### src/hw/adcsq_pkg.sv
// adcsq_pkg: constants and types for the converter sequencer
package adcsq_pkg;
  // buffer count
  localparam int NUM_BUF     = 24;
  // result processing in core cycles
  localparam int PROC_CYC    = 4;
  // fastest divide ratio
  localparam logic [7:0] DIV_MIN = 8'h08;
  // reserved buffer locations
  localparam logic [4:0] BUF_SH0   = 5'h10;
  localparam logic [4:0] BUF_SH1   = 5'h11;
  localparam logic [4:0] BUF_DIE   = 5'h12;
  localparam logic [4:0] BUF_REM0  = 5'h13;
  localparam logic [4:0] BUF_REM1  = 5'h14;
  // 0.0625 C per lsb: four fraction bits
  localparam int TEMP_FRAC   = 4;

  // per-channel settings
  typedef struct packed {
    logic       diff;      // differential pair select
    logic       align_left; // result alignment
    logic       ext_acq;   // extended acquisition
    logic [1:0] range;     // full-scale range select
  } adcsq_chcfg_t;

  // analog converter request
  typedef struct packed {
    logic       start;
    logic [3:0] mux;
    logic       diff;
    logic       ext_acq;
    logic [1:0] range;
    logic [15:0] trim;
    logic [1:0] bias;      // diode bias current step
  } adcsq_conv_t;

  // job kinds handled by the slicer
  typedef enum logic [1:0] {
    JOB_VOLT, JOB_SH, JOB_TEMP
  } adcsq_job_t;
endpackage

### src/hw/adcsq_top.sv
// adcsq_top: converter sequencer with sample/hold, temperature, trips
//
// Summary of operation
// - mux selects 16 single or 8 pairs
// - continuous polling or single burst then shutdown
// - four ranges, each with trim register
// - conversion clock divided, minimum ratio eight
// - 15 conversion clocks plus processing
// - two conversions averaged per result
// - per-channel differential, align, acquisition, range
// - twenty-four 16-bit result buffers
// - ready flag after programmed sample count
// - ready flag cleared by software or restart
// - two sample/hold enables, independent
// - strobe captures, converts, stores sample/hold
// - shared strobe or separate strobes
// - sample/hold ready flag, software clears
// - remote diode biased at several currents
// - three temperature channels enabled independently
// - temperature ready flags, software clears
// - temperature lsb is 0.0625 C
// - time-slice voltage, sample/hold, temperature
// - 8-bit trips round robin, high/low
// - 32 thresholds, comparator clocking supplied
// - trips run in idle cycles except the first one after a job, including one that launches a conversion
`timescale 1ns/1ps
module adcsq_top (
  // clock and reset
  input  wire logic                 sys_clk,
  input  wire logic                 sys_rst,
  // control
  input  wire logic                 conv_enable,
  input  wire logic                 continuous_mode,
  input  wire logic [7:0]           clk_div,
  input  wire logic [15:0]          chan_select,
  input  wire adcsq_pkg::adcsq_chcfg_t chan_cfg [16],
  input  wire logic [15:0]          range_trim_one,
  input  wire logic [15:0]          range_trim_two,
  input  wire logic [15:0]          range_trim_three,
  input  wire logic [15:0]          range_trim_four,
  input  wire logic [7:0]           sample_count,
  input  wire logic                 clear_result_ready,
  // sample/hold control
  input  wire logic [1:0]           sample_hold_control,
  input  wire logic                 shared_strobe_select,
  input  wire logic                 sample_strobe_pin,
  input  wire logic [1:0]           clear_sh_ready,
  // temperature control
  input  wire logic [2:0]           temperature_channel_control,
  input  wire logic [2:0]           clear_temp_ready,
  // quick trips
  input  wire logic [15:0]          trip_list,
  input  wire logic [7:0]           trip_low [16],
  input  wire logic [7:0]           trip_high [16],
  input  wire logic [15:0]          clear_trip,
  input  wire logic                 cmp_above,
  input  wire logic                 cmp_below,
  // analog converter
  input  wire logic                 conv_done,
  input  wire logic [12:0]          conv_data,
  output adcsq_pkg::adcsq_conv_t    conv_req,
  output logic                      conversion_clock,
  output logic                      conv_powerdown,
  // comparator
  output logic                      cmp_clk,
  output logic [3:0]                cmp_mux,
  output logic [7:0]                cmp_low,
  output logic [7:0]                cmp_high,
  // results and flags
  input  wire logic [4:0]           buf_rd_addr,
  output logic      [15:0]          buf_rd_data,
  output logic                      converter_result_ready_flag,
  output logic [1:0]                sample_hold_ready_flag,
  output logic                      die_temp_ready_flag,
  output logic                      remote0_temp_ready_flag,
  output logic                      remote1_temp_ready_flag,
  output logic [15:0]               trip_flag
);
  import adcsq_pkg::*;

  ////////////////////////////////////////////////////////////////////
  // functions

  // trim register for a range code
  function automatic logic [15:0] trim_of(input logic [1:0] r);
    unique case (r)
      2'h0: trim_of = range_trim_one;
      2'h1: trim_of = range_trim_two;
      2'h2: trim_of = range_trim_three;
      2'h3: trim_of = range_trim_four;
    endcase
  endfunction

  // next set bit after position p, wrapping
  function automatic logic [3:0] next_of(input logic [15:0] m,
                                         input logic [3:0] p);
    logic [3:0] r;
    logic [3:0] k;
    r = p;
    for (int i = 16; i >= 1; i--) begin
      k = 4'(p + 4'(i));
      if (m[k]) r = k;
    end
    next_of = r;
  endfunction

  ////////////////////////////////////////////////////////////////////
  // strobe synchroniser: three stages, change when stage 2 and 3 agree

  logic [2:0] strb_sync_q;  // sync chain
  logic       strb_lvl_q;   // filtered level
  logic       strb_rise;    // filtered rising edge

  // sync chain
  always_ff @(posedge sys_clk or posedge sys_rst) begin
    if (sys_rst) begin
      strb_sync_q <= 3'h0;
    end else begin
      strb_sync_q <= {strb_sync_q[1:0], sample_strobe_pin};
    end
  end

  // agreement filter
  always_ff @(posedge sys_clk or posedge sys_rst) begin
    if (sys_rst) begin
      strb_lvl_q <= 1'b0;
    end else if (strb_sync_q[1] == strb_sync_q[2]) begin
      strb_lvl_q <= strb_sync_q[2];
    end
  end

  assign strb_rise = (strb_sync_q[1] == strb_sync_q[2]) &&
                     strb_sync_q[2] && !strb_lvl_q;

  ////////////////////////////////////////////////////////////////////
  // conversion clock divider

  logic [7:0] div_cnt_q;   // divider count
  logic [7:0] div_eff;     // clamped ratio
  logic       cclk_tick;   // one core cycle per conversion clock

  assign div_eff   = (clk_div < DIV_MIN) ? DIV_MIN : clk_div;
  assign cclk_tick = (div_cnt_q == 8'h00);

  // divider and clock output
  always_ff @(posedge sys_clk or posedge sys_rst) begin
    if (sys_rst) begin
      div_cnt_q        <= 8'h00;
      conversion_clock <= 1'b0;
    end else begin
      div_cnt_q        <= cclk_tick ? 8'(div_eff - 8'h01)
                                    : 8'(div_cnt_q - 8'h01);
      conversion_clock <= (div_cnt_q >= {1'b0, div_eff[7:1]});
    end
  end

  ////////////////////////////////////////////////////////////////////
  // job slicer state

  typedef enum {S_IDLE, S_CONV, S_PROC, S_STORE} st_t;
  st_t         st_q;          // sequencer state
  adcsq_job_t  job_q;         // current job kind
  logic [3:0]  vch_q;         // voltage channel pointer
  logic [1:0]  sub_q;         // sh or temp index
  logic        half_q;        // first or second conversion
  logic [1:0]  bias_q;        // diode bias step
  logic [7:0]  pcnt_q;        // processing count
  logic [13:0] acc_q;         // sum of two conversions
  logic [1:0]  sh_pend_q;     // sample/hold pending
  logic [2:0]  tmp_pend_q;    // temperature pending
  logic [7:0]  smp_cnt_q;     // completed samples
  logic        burst_done_q;  // single burst finished
  logic        run_q;         // conversion process running
  logic        qt_slot_q;     // comparator owns the pins
  logic        wr_en_q;
  logic [4:0]  wr_addr_q;
  logic [15:0] wr_data_q;
  logic [15:0] res;           // aligned result
  logic        vwant;         // voltage work available

  assign vwant = conv_enable && (chan_select != 16'h0000) &&
                 (continuous_mode || !burst_done_q);

  always_comb begin
    res = 16'h0000;
    if (job_q == JOB_TEMP) begin
      res = {1'b0, acc_q[13:1], 2'b00} >> (3 - TEMP_FRAC + 1);
    end else if (job_q == JOB_VOLT && chan_cfg[vch_q].align_left) begin
      res = {acc_q[13:1], 3'b000};
    end else begin
      res = {3'b000, acc_q[13:1]};
    end
  end

  // start of a conversion process
  always_ff @(posedge sys_clk or posedge sys_rst) begin
    if (sys_rst) begin
      run_q <= 1'b0;
    end else begin
      run_q <= vwant;
    end
  end

  // pending sample/hold and temperature work
  always_ff @(posedge sys_clk or posedge sys_rst) begin
    if (sys_rst) begin
      sh_pend_q  <= 2'h0;
      tmp_pend_q <= 3'h0;
    end else begin
      if (strb_rise) begin
        if (shared_strobe_select) begin
          sh_pend_q <= sh_pend_q | sample_hold_control;
        end else if (sample_hold_control[0] && !sh_pend_q[0]) begin
          // separate strobes: one pair per strobe, pair a first
          sh_pend_q[0] <= 1'b1;
        end else begin
          sh_pend_q[1] <= sh_pend_q[1] | sample_hold_control[1];
        end
      end
      tmp_pend_q <= tmp_pend_q | temperature_channel_control;
      if (st_q == S_STORE && !half_q) begin
        if (job_q == JOB_SH) sh_pend_q[sub_q[0]] <= 1'b0;
        if (job_q == JOB_TEMP && bias_q == 2'h3) begin
          tmp_pend_q[sub_q] <= 1'b0;
        end
      end
    end
  end

  always_ff @(posedge sys_clk or posedge sys_rst) begin
    if (sys_rst) begin
      st_q      <= S_IDLE;
      job_q     <= JOB_VOLT;
      vch_q     <= 4'h0;
      sub_q     <= 2'h0;
      half_q    <= 1'b0;
      bias_q    <= 2'h0;
      pcnt_q    <= 8'h00;
      acc_q     <= 14'h0000;
      qt_slot_q <= 1'b1;
      conv_req  <= '0;
      wr_en_q   <= 1'b0;
      wr_addr_q <= 5'h00;
      wr_data_q <= 16'h0000;
    end else begin
      wr_en_q        <= 1'b0;
      conv_req.start <= 1'b0;
      unique case (st_q)
        S_IDLE: begin
          qt_slot_q <= 1'b1;
          // sample/hold first, then temperature, then voltage
          if (cclk_tick && (sh_pend_q != 2'h0 ||
              (tmp_pend_q & temperature_channel_control) != 3'h0 ||
              vwant)) begin
            qt_slot_q <= 1'b0;
            half_q    <= 1'b0;
            acc_q     <= 14'h0000;
            st_q      <= S_CONV;
            conv_req.start <= 1'b1;
            if (sh_pend_q != 2'h0) begin
              job_q <= JOB_SH;
              sub_q <= sh_pend_q[0] ? 2'h0 : 2'h1;
              conv_req.mux  <= sh_pend_q[0] ? 4'h2 : 4'hc;
              conv_req.diff <= 1'b1;
              conv_req.range <= 2'h0;
              conv_req.trim  <= trim_of(2'h0);
            end else if ((tmp_pend_q & temperature_channel_control)
                         != 3'h0) begin
              job_q <= JOB_TEMP;
              // die sensor or remote diode pins with bias steps
              sub_q <= tmp_pend_q[0] ? 2'h0 :
                       (tmp_pend_q[1] ? 2'h1 : 2'h2);
              conv_req.mux  <= tmp_pend_q[0] ? 4'h0 :
                               (tmp_pend_q[1] ? 4'h8 : 4'ha);
              conv_req.diff <= 1'b1;
              conv_req.bias <= bias_q;
            end else begin
              job_q <= JOB_VOLT;
              conv_req.mux     <= chan_cfg[vch_q].diff ?
                                  {vch_q[2:0], 1'b0} : vch_q;
              conv_req.diff    <= chan_cfg[vch_q].diff;
              conv_req.ext_acq <= chan_cfg[vch_q].ext_acq;
              conv_req.range   <= chan_cfg[vch_q].range;
              conv_req.trim    <= trim_of(chan_cfg[vch_q].range);
            end
          end
        end
        S_CONV: begin
          if (conv_done) begin
            acc_q  <= 14'(acc_q + {1'b0, conv_data});
            pcnt_q <= 8'(PROC_CYC);
            st_q   <= S_PROC;
          end
        end
        S_PROC: begin
          pcnt_q <= 8'(pcnt_q - 8'h01);
          if (pcnt_q == 8'h01) begin
            if (!half_q) begin
              half_q <= 1'b1;
              conv_req.start <= 1'b1;
              st_q   <= S_CONV;
            end else begin
              half_q <= 1'b0;
              st_q   <= S_STORE;
            end
          end
        end
        S_STORE: begin
          wr_en_q   <= 1'b1;
          wr_data_q <= res;
          unique case (job_q)
            JOB_SH:   wr_addr_q <= sub_q[0] ? BUF_SH1 : BUF_SH0;
            JOB_TEMP: wr_addr_q <= 5'(BUF_DIE + 5'(sub_q));
            default:  wr_addr_q <= {1'b0, vch_q};
          endcase
          if (job_q == JOB_TEMP) begin
            bias_q <= 2'(bias_q + 2'h1);
          end
          if (job_q == JOB_VOLT) begin
            vch_q <= next_of(chan_select, vch_q);
          end
          st_q <= S_IDLE;
        end
      endcase
    end
  end

  ////////////////////////////////////////////////////////////////////
  // counting, burst and flags

  logic wrap;  // pointer wrap ends a single burst
  assign wrap = (st_q == S_STORE) && (job_q == JOB_VOLT) &&
                (next_of(chan_select, vch_q) <= vch_q);

  always_ff @(posedge sys_clk or posedge sys_rst) begin
    if (sys_rst) begin
      burst_done_q   <= 1'b0;
      conv_powerdown <= 1'b1;
    end else begin
      if (!conv_enable) burst_done_q <= 1'b0;
      else if (wrap && !continuous_mode) burst_done_q <= 1'b1;
      conv_powerdown <= (st_q == S_IDLE) && !vwant &&
                        sh_pend_q == 2'h0 && tmp_pend_q == 3'h0;
    end
  end

  // sample count and voltage ready flag
  always_ff @(posedge sys_clk or posedge sys_rst) begin
    if (sys_rst) begin
      smp_cnt_q                   <= 8'h00;
      converter_result_ready_flag <= 1'b0;
    end else begin
      if (vwant && !run_q) smp_cnt_q <= 8'h00;
      else if (st_q == S_STORE && job_q == JOB_VOLT) begin
        smp_cnt_q <= 8'(smp_cnt_q + 8'h01);
      end
      if (st_q == S_STORE && job_q == JOB_VOLT &&
          8'(smp_cnt_q + 8'h01) == sample_count) begin
        converter_result_ready_flag <= 1'b1;
      end else if (clear_result_ready || (vwant && !run_q)) begin
        converter_result_ready_flag <= 1'b0;
      end
    end
  end

  // sticky flags, set wins over clear
  always_ff @(posedge sys_clk or posedge sys_rst) begin
    if (sys_rst) begin
      sample_hold_ready_flag  <= 2'h0;
      die_temp_ready_flag     <= 1'b0;
      remote0_temp_ready_flag <= 1'b0;
      remote1_temp_ready_flag <= 1'b0;
    end else begin
      logic [1:0] shs;
      logic [2:0] tps;
      shs = '0;
      tps = '0;
      if (st_q == S_STORE && job_q == JOB_SH) shs[sub_q[0]] = 1'b1;
      if (st_q == S_STORE && job_q == JOB_TEMP && bias_q == 2'h3) begin
        tps[sub_q] = 1'b1;
      end
      sample_hold_ready_flag  <= shs | (sample_hold_ready_flag &
                                        ~clear_sh_ready);
      die_temp_ready_flag     <= tps[0] | (die_temp_ready_flag &
                                           !clear_temp_ready[0]);
      remote0_temp_ready_flag <= tps[1] | (remote0_temp_ready_flag &
                                           !clear_temp_ready[1]);
      remote1_temp_ready_flag <= tps[2] | (remote1_temp_ready_flag &
                                           !clear_temp_ready[2]);
    end
  end

  ////////////////////////////////////////////////////////////////////
  // quick trips

  logic [3:0] qt_ch_q;   // trip channel pointer
  logic [1:0] qt_ph_q;   // comparator phase

  // round robin only in comparator slots
  always_ff @(posedge sys_clk or posedge sys_rst) begin
    if (sys_rst) begin
      qt_ch_q   <= 4'h0;
      qt_ph_q   <= 2'h0;
      cmp_clk   <= 1'b0;
      cmp_mux   <= 4'h0;
      cmp_low   <= 8'h00;
      cmp_high  <= 8'h00;
      trip_flag <= 16'h0000;
    end else begin
      cmp_clk <= 1'b0;
      if (qt_slot_q && st_q == S_IDLE && trip_list != 16'h0000) begin
        qt_ph_q <= 2'(qt_ph_q + 2'h1);
        unique case (qt_ph_q)
          2'h0: begin
            cmp_mux  <= qt_ch_q;
            cmp_low  <= trip_low[qt_ch_q];
            cmp_high <= trip_high[qt_ch_q];
          end
          2'h1: cmp_clk <= 1'b1;
          2'h2: cmp_clk <= 1'b0;
          2'h3: qt_ch_q <= next_of(trip_list, qt_ch_q);
        endcase
      end
      trip_flag <= (trip_flag & ~clear_trip) |
                   ((qt_ph_q == 2'h3 && qt_slot_q && st_q == S_IDLE &&
                     (cmp_above || cmp_below)) ?
                    (16'h0001 << cmp_mux) : 16'h0000);
    end
  end

  ////////////////////////////////////////////////////////////////////
  // result memory

  adcsq_buf_mem u_mem (
    .sys_clk (sys_clk),
    .wr_en   (wr_en_q),
    .wr_addr (wr_addr_q),
    .wr_data (wr_data_q),
    .rd_addr (buf_rd_addr),
    .rd_data (buf_rd_data)
  );
endmodule

### src/hw/adcsq_buf_mem.sv
// adcsq_buf_mem: 24 x 16 result buffer memory with registered read
`timescale 1ns/1ps
module adcsq_buf_mem (
  // clock
  input  wire logic        sys_clk,
  // write port
  input  wire logic        wr_en,
  input  wire logic [4:0]  wr_addr,
  input  wire logic [15:0] wr_data,
  // read port
  input  wire logic [4:0]  rd_addr,
  output logic      [15:0] rd_data
);
  import adcsq_pkg::*;

  logic [15:0] mem [NUM_BUF];  // result storage

  // write side
  always_ff @(posedge sys_clk) begin
    if (wr_en && (wr_addr < 5'(NUM_BUF))) begin
      mem[wr_addr] <= wr_data;
    end
  end

  // registered read
  always_ff @(posedge sys_clk) begin
    if (rd_addr < 5'(NUM_BUF)) begin
      rd_data <= mem[rd_addr];
    end else begin
      rd_data <= 16'h0000;
    end
  end
endmodule

### config.mk
export PLATFORM = sky130hd
export DESIGN_NAME = adcsq_top
export DESIGN_NICKNAME = d
export VERILOG_FILES = /design/src/hw/adcsq_pkg.sv /design/src/hw/adcsq_top.sv /design/src/hw/adcsq_buf_mem.sv
export SDC_FILE = /design/constraint.sdc
export NUM_CORES = 1
export LEC_CHECK = 0
export ABC_AREA = 1
export BUFFER_PORTS_ARGS = -buffer_cell sky130_fd_sc_hd__buf_2
export CAP_MARGIN = 20
export CORE_ASPECT_RATIO = 1.2
export CORE_MARGIN = 3
export CORE_UTILIZATION = 31
export CTS_CLUSTER_SIZE = 16
export DETAILED_ROUTE_END_ITERATION = 7
export PLACE_DENSITY_LB_ADDON = 0.08
export SLEW_MARGIN = 20
export SYNTH_ARGS = -nofsm -noshare
export SYNTH_HDL_FRONTEND = slang
export SYNTH_SLANG_ARGS = --single-unit
export TNS_END_PERCENT = 10
### constraint.sdc
create_clock -name sys_clk -period 15.6 [get_ports sys_clk]
set_clock_uncertainty 0.05 [all_clocks]
set_input_delay 1.56 -clock sys_clk [delete_from_list [all_inputs] [get_ports sys_clk]]
set_output_delay 1.56 -clock sys_clk [all_outputs]
set_load 0.1 [all_outputs]
==> reports/results.ini <==
[yosys]
synth_most_common_cell = nand2_1
synth_seq_cells = 563
ys_types = 68
synth_seq_area_share_pct = 53.83
yosys-top-cells-area = edfxtp_1 (39%), dfrtp_1 (14%), o21ai_0 (7.5%), nand2_1 (6.3%), nor2_1 (6.1%)
synth_area_um2 = 29600
ys_async_sr_fraction_pct = 28.95
ys.flop_type = edfxtp_1
syn_inst = 3229
netlist_top_cells_count = nand2_1 (495), nor2_1 (481), o21ai_0 (443)
synthesis.nets = 3782
syn_area_per_cell_um2 = 9.166
netlist.area_leader.share_pct = 38.96
synth-edff-count = 384
synth_top_area_cell = edfxtp_1
ys_warn_count = 0

[critical_path]
worst-path-buf-inv = 4
slowest_stage = ha_1
start_kind = register
rrSetupSlack_ns = 10.82
cp_data_required_time_ns = 16.03
critical_path.top_delay_family = simple AND/OR/NAND/NOR gates
critPathCaptureType = register
cp_common_cell = nand2_1
max_stage_delay_ns = 0.74
crit_type = register to register
crit_fanout = 40
crit_arrival_ns = 5.22

[finish]
final.fill_count = 9687
syn2layout_area_growth_pct = 21.43
design_area_um2 = 35940
final_layout_size_suffix_gt1_share_pct = 22.74
final_nets = 4308

[global_routing]
grt_usage_pct = 22.48
grt_pass1_wl_mm = 167.7
gr-total-overflow = 0
grt_max_degree = 97
grt_pass1_vias = 25560
antenna_found_initial = 19

[clock_tree]
htree_levels = 3
post_cts_resized = 0
clock_tree.root_cell = clkbuf_16
cts.sinks = 563
path_clk_slew_ns = 0.06
cts_buffer_depth = 3
numCtsBuffers = 67
postCtsSetupRepairBufs = 0
tritoncts = done
hold_buffers = 0
worstSkewPairLatency_ns = 0.61

[power]
p_per_area_nw_per_um2 = 192.8
peakVddDrop_uv = 72.26
power_leakage_nw = 14.77

[timing]
fin_tns_setup_ns = 0
final-hold-violation-count = 0
tightest_slew_ns = 1.166
maxSlewViolCount = 0
maxSlewHeadroom_pct = 22.25
fin_crit_sh_pct = 30.67
period_needed_ns = 4.785
rsz0062_at_grt = false
setup_violations = 0
fmax_ghz = 0.2090

[die]
ios = 590
core_area_um2 = 94190
die_y_um = 344.5
dieArea_um2 = 99230
initial_utilization_pct = 31.42
fp.dieW_um = 288.1
std_cell_rows = 123

[outcome]
status = completed

[placed_design]
place.gp.congestion = 0.8915
dp_hpwl_mm = 80.77
numPortBuffers = 589
placed_area_um2 = 33730

[drt]
vias = 26080
avgViaCountPerCell = 5.142
drt_iter0_drc = 1691
routed_wl_mm = 114.7
routedWlPerCell_um = 22.61
postRouteAntennaNets = 0
drc = 0
drt_pre_antenna_iters = 6

[worst_hold_path]
hp-class = register to register

[flow_run]
max_cap_violations = 0

-- worst paths after layout --
path | from | depth (start not counted) | to
worst max-delay path | vch_q[1]$_DFFE_PP0P_ | 31 | burst_done_q$_DFFE_PP0P_
max in group asynchronous | sys_rst | 3 | qt_ch_q[0]$_DFFE_PP0P_
worst max register to register | vch_q[1]$_DFFE_PP0P_ | 31 | burst_done_q$_DFFE_PP0P_
worst min-delay path | strb_sync_q[0]$_DFF_PP0_ | 0 | strb_sync_q[1]$_DFF_PP0_
worst min register to register | strb_sync_q[0]$_DFF_PP0_ | 0 | strb_sync_q[1]$_DFF_PP0_
min in group asynchronous | sys_rst | 2 | remote0_temp_ready_flag$_DFF_PP0_
-- metal layers --
| layer | track usage (%) | vias up | share of wire (%) |
|---|---|---|---|
| met4 | 5.036 | 10 | 1.7 |
| met5 | 0 | - | 0.049 |
| met2 | 39.16 | 760 | 50 |
| met3 | 3.853 | 115 | 5.7 |
| li1 | - | 12590 | - |
| met1 | 29.17 | 12600 | 43 |
-- cell type report --
class                      instances  area (um^2)  area share, %
clock buffer                      93         1844          5.132
inverter                         240        920.9          2.562
clock inverter                    30        331.6         0.9226
multi-input combinational       2245        11990          33.36
timing repair buffer             638         3318          9.233
antenna                           12        30.03        0.08356
sequential                       563        15940          44.35
tap                             1250         1564          4.352
-- placed cells by master, fill, tap and decap left out, types with 30 or more instances in the layout --
master     instances
a21oi_1           98
buf_2            588
buf_4             50
clkbuf_16         67
dfrtp_1          158
edfxtp_1         384
ha_1              50
inv_1            202
nand2_1          495
nand3_1          121
nor2_1           464
o211ai_1          40
o21ai_0          443
o21ai_1           30
o221ai_1          95
o22ai_1          112
-- state kept, by name (all words and copies together) (netlist names), 14 cells and up --
signal	count
acc_q	14
conv_req	27
trip_flag	16
u_mem.mem	384
u_mem.rd_data	16
wr_data_q	16
-- through the flow --
step           std cells  utilization (%)  hold slack [ns]  power [mW]  setup WS, ns
2_1_floorplan       3229                -           0.2812       4.476         9.588
3_3_place_gp        4936            35.81           0.2850       5.454         10.48
3_5_place_dp        4936            35.81           0.2902       5.436         10.46
4_1_cts             5059            38.12           0.3031       7.001         10.77
5_1_grt             5066            38.14           0.3231       7.437         10.27
6_report            5071            38.16           0.2997       6.930         10.82
-- worst reg2reg max path, delay by kind of cell, from the launching register on --
kind                     cells  cell delay, ns
buffers and inverters        4            1.19
AND/OR/NAND/NOR             21            1.58
flip-flops                   1            0.32
AO/OA/AOI/OAI                4            0.49
adder cells (fa/ha/maj)      2            1.06
-- where the power goes --
group	switching (mW)	leakage [nW]	internal (mW)
sequential	0.290	5.67	1.88
combinational	2.29	8.04	0.931
clock	0.657	1.05	0.878
-- cell families (layout without fill, tap and decap cells) --
kind of cell | Yosys count | after routing | share of synthesized area [%]
fa+ha+maj | 51 | 51 | 2.181
simple gates | 1187 | 1187 | 16.46
compound gates | 961 | 961 | 19.98
xor+xnor | 29 | 29 | 1.087
mux | 17 | 17 | 0.6172
buf+inv | 421 | 1001 | 5.838
flops | 563 | 563 | 53.83
other cells | 0 | 12 | 0
Power figures use the tool's default switching activity.
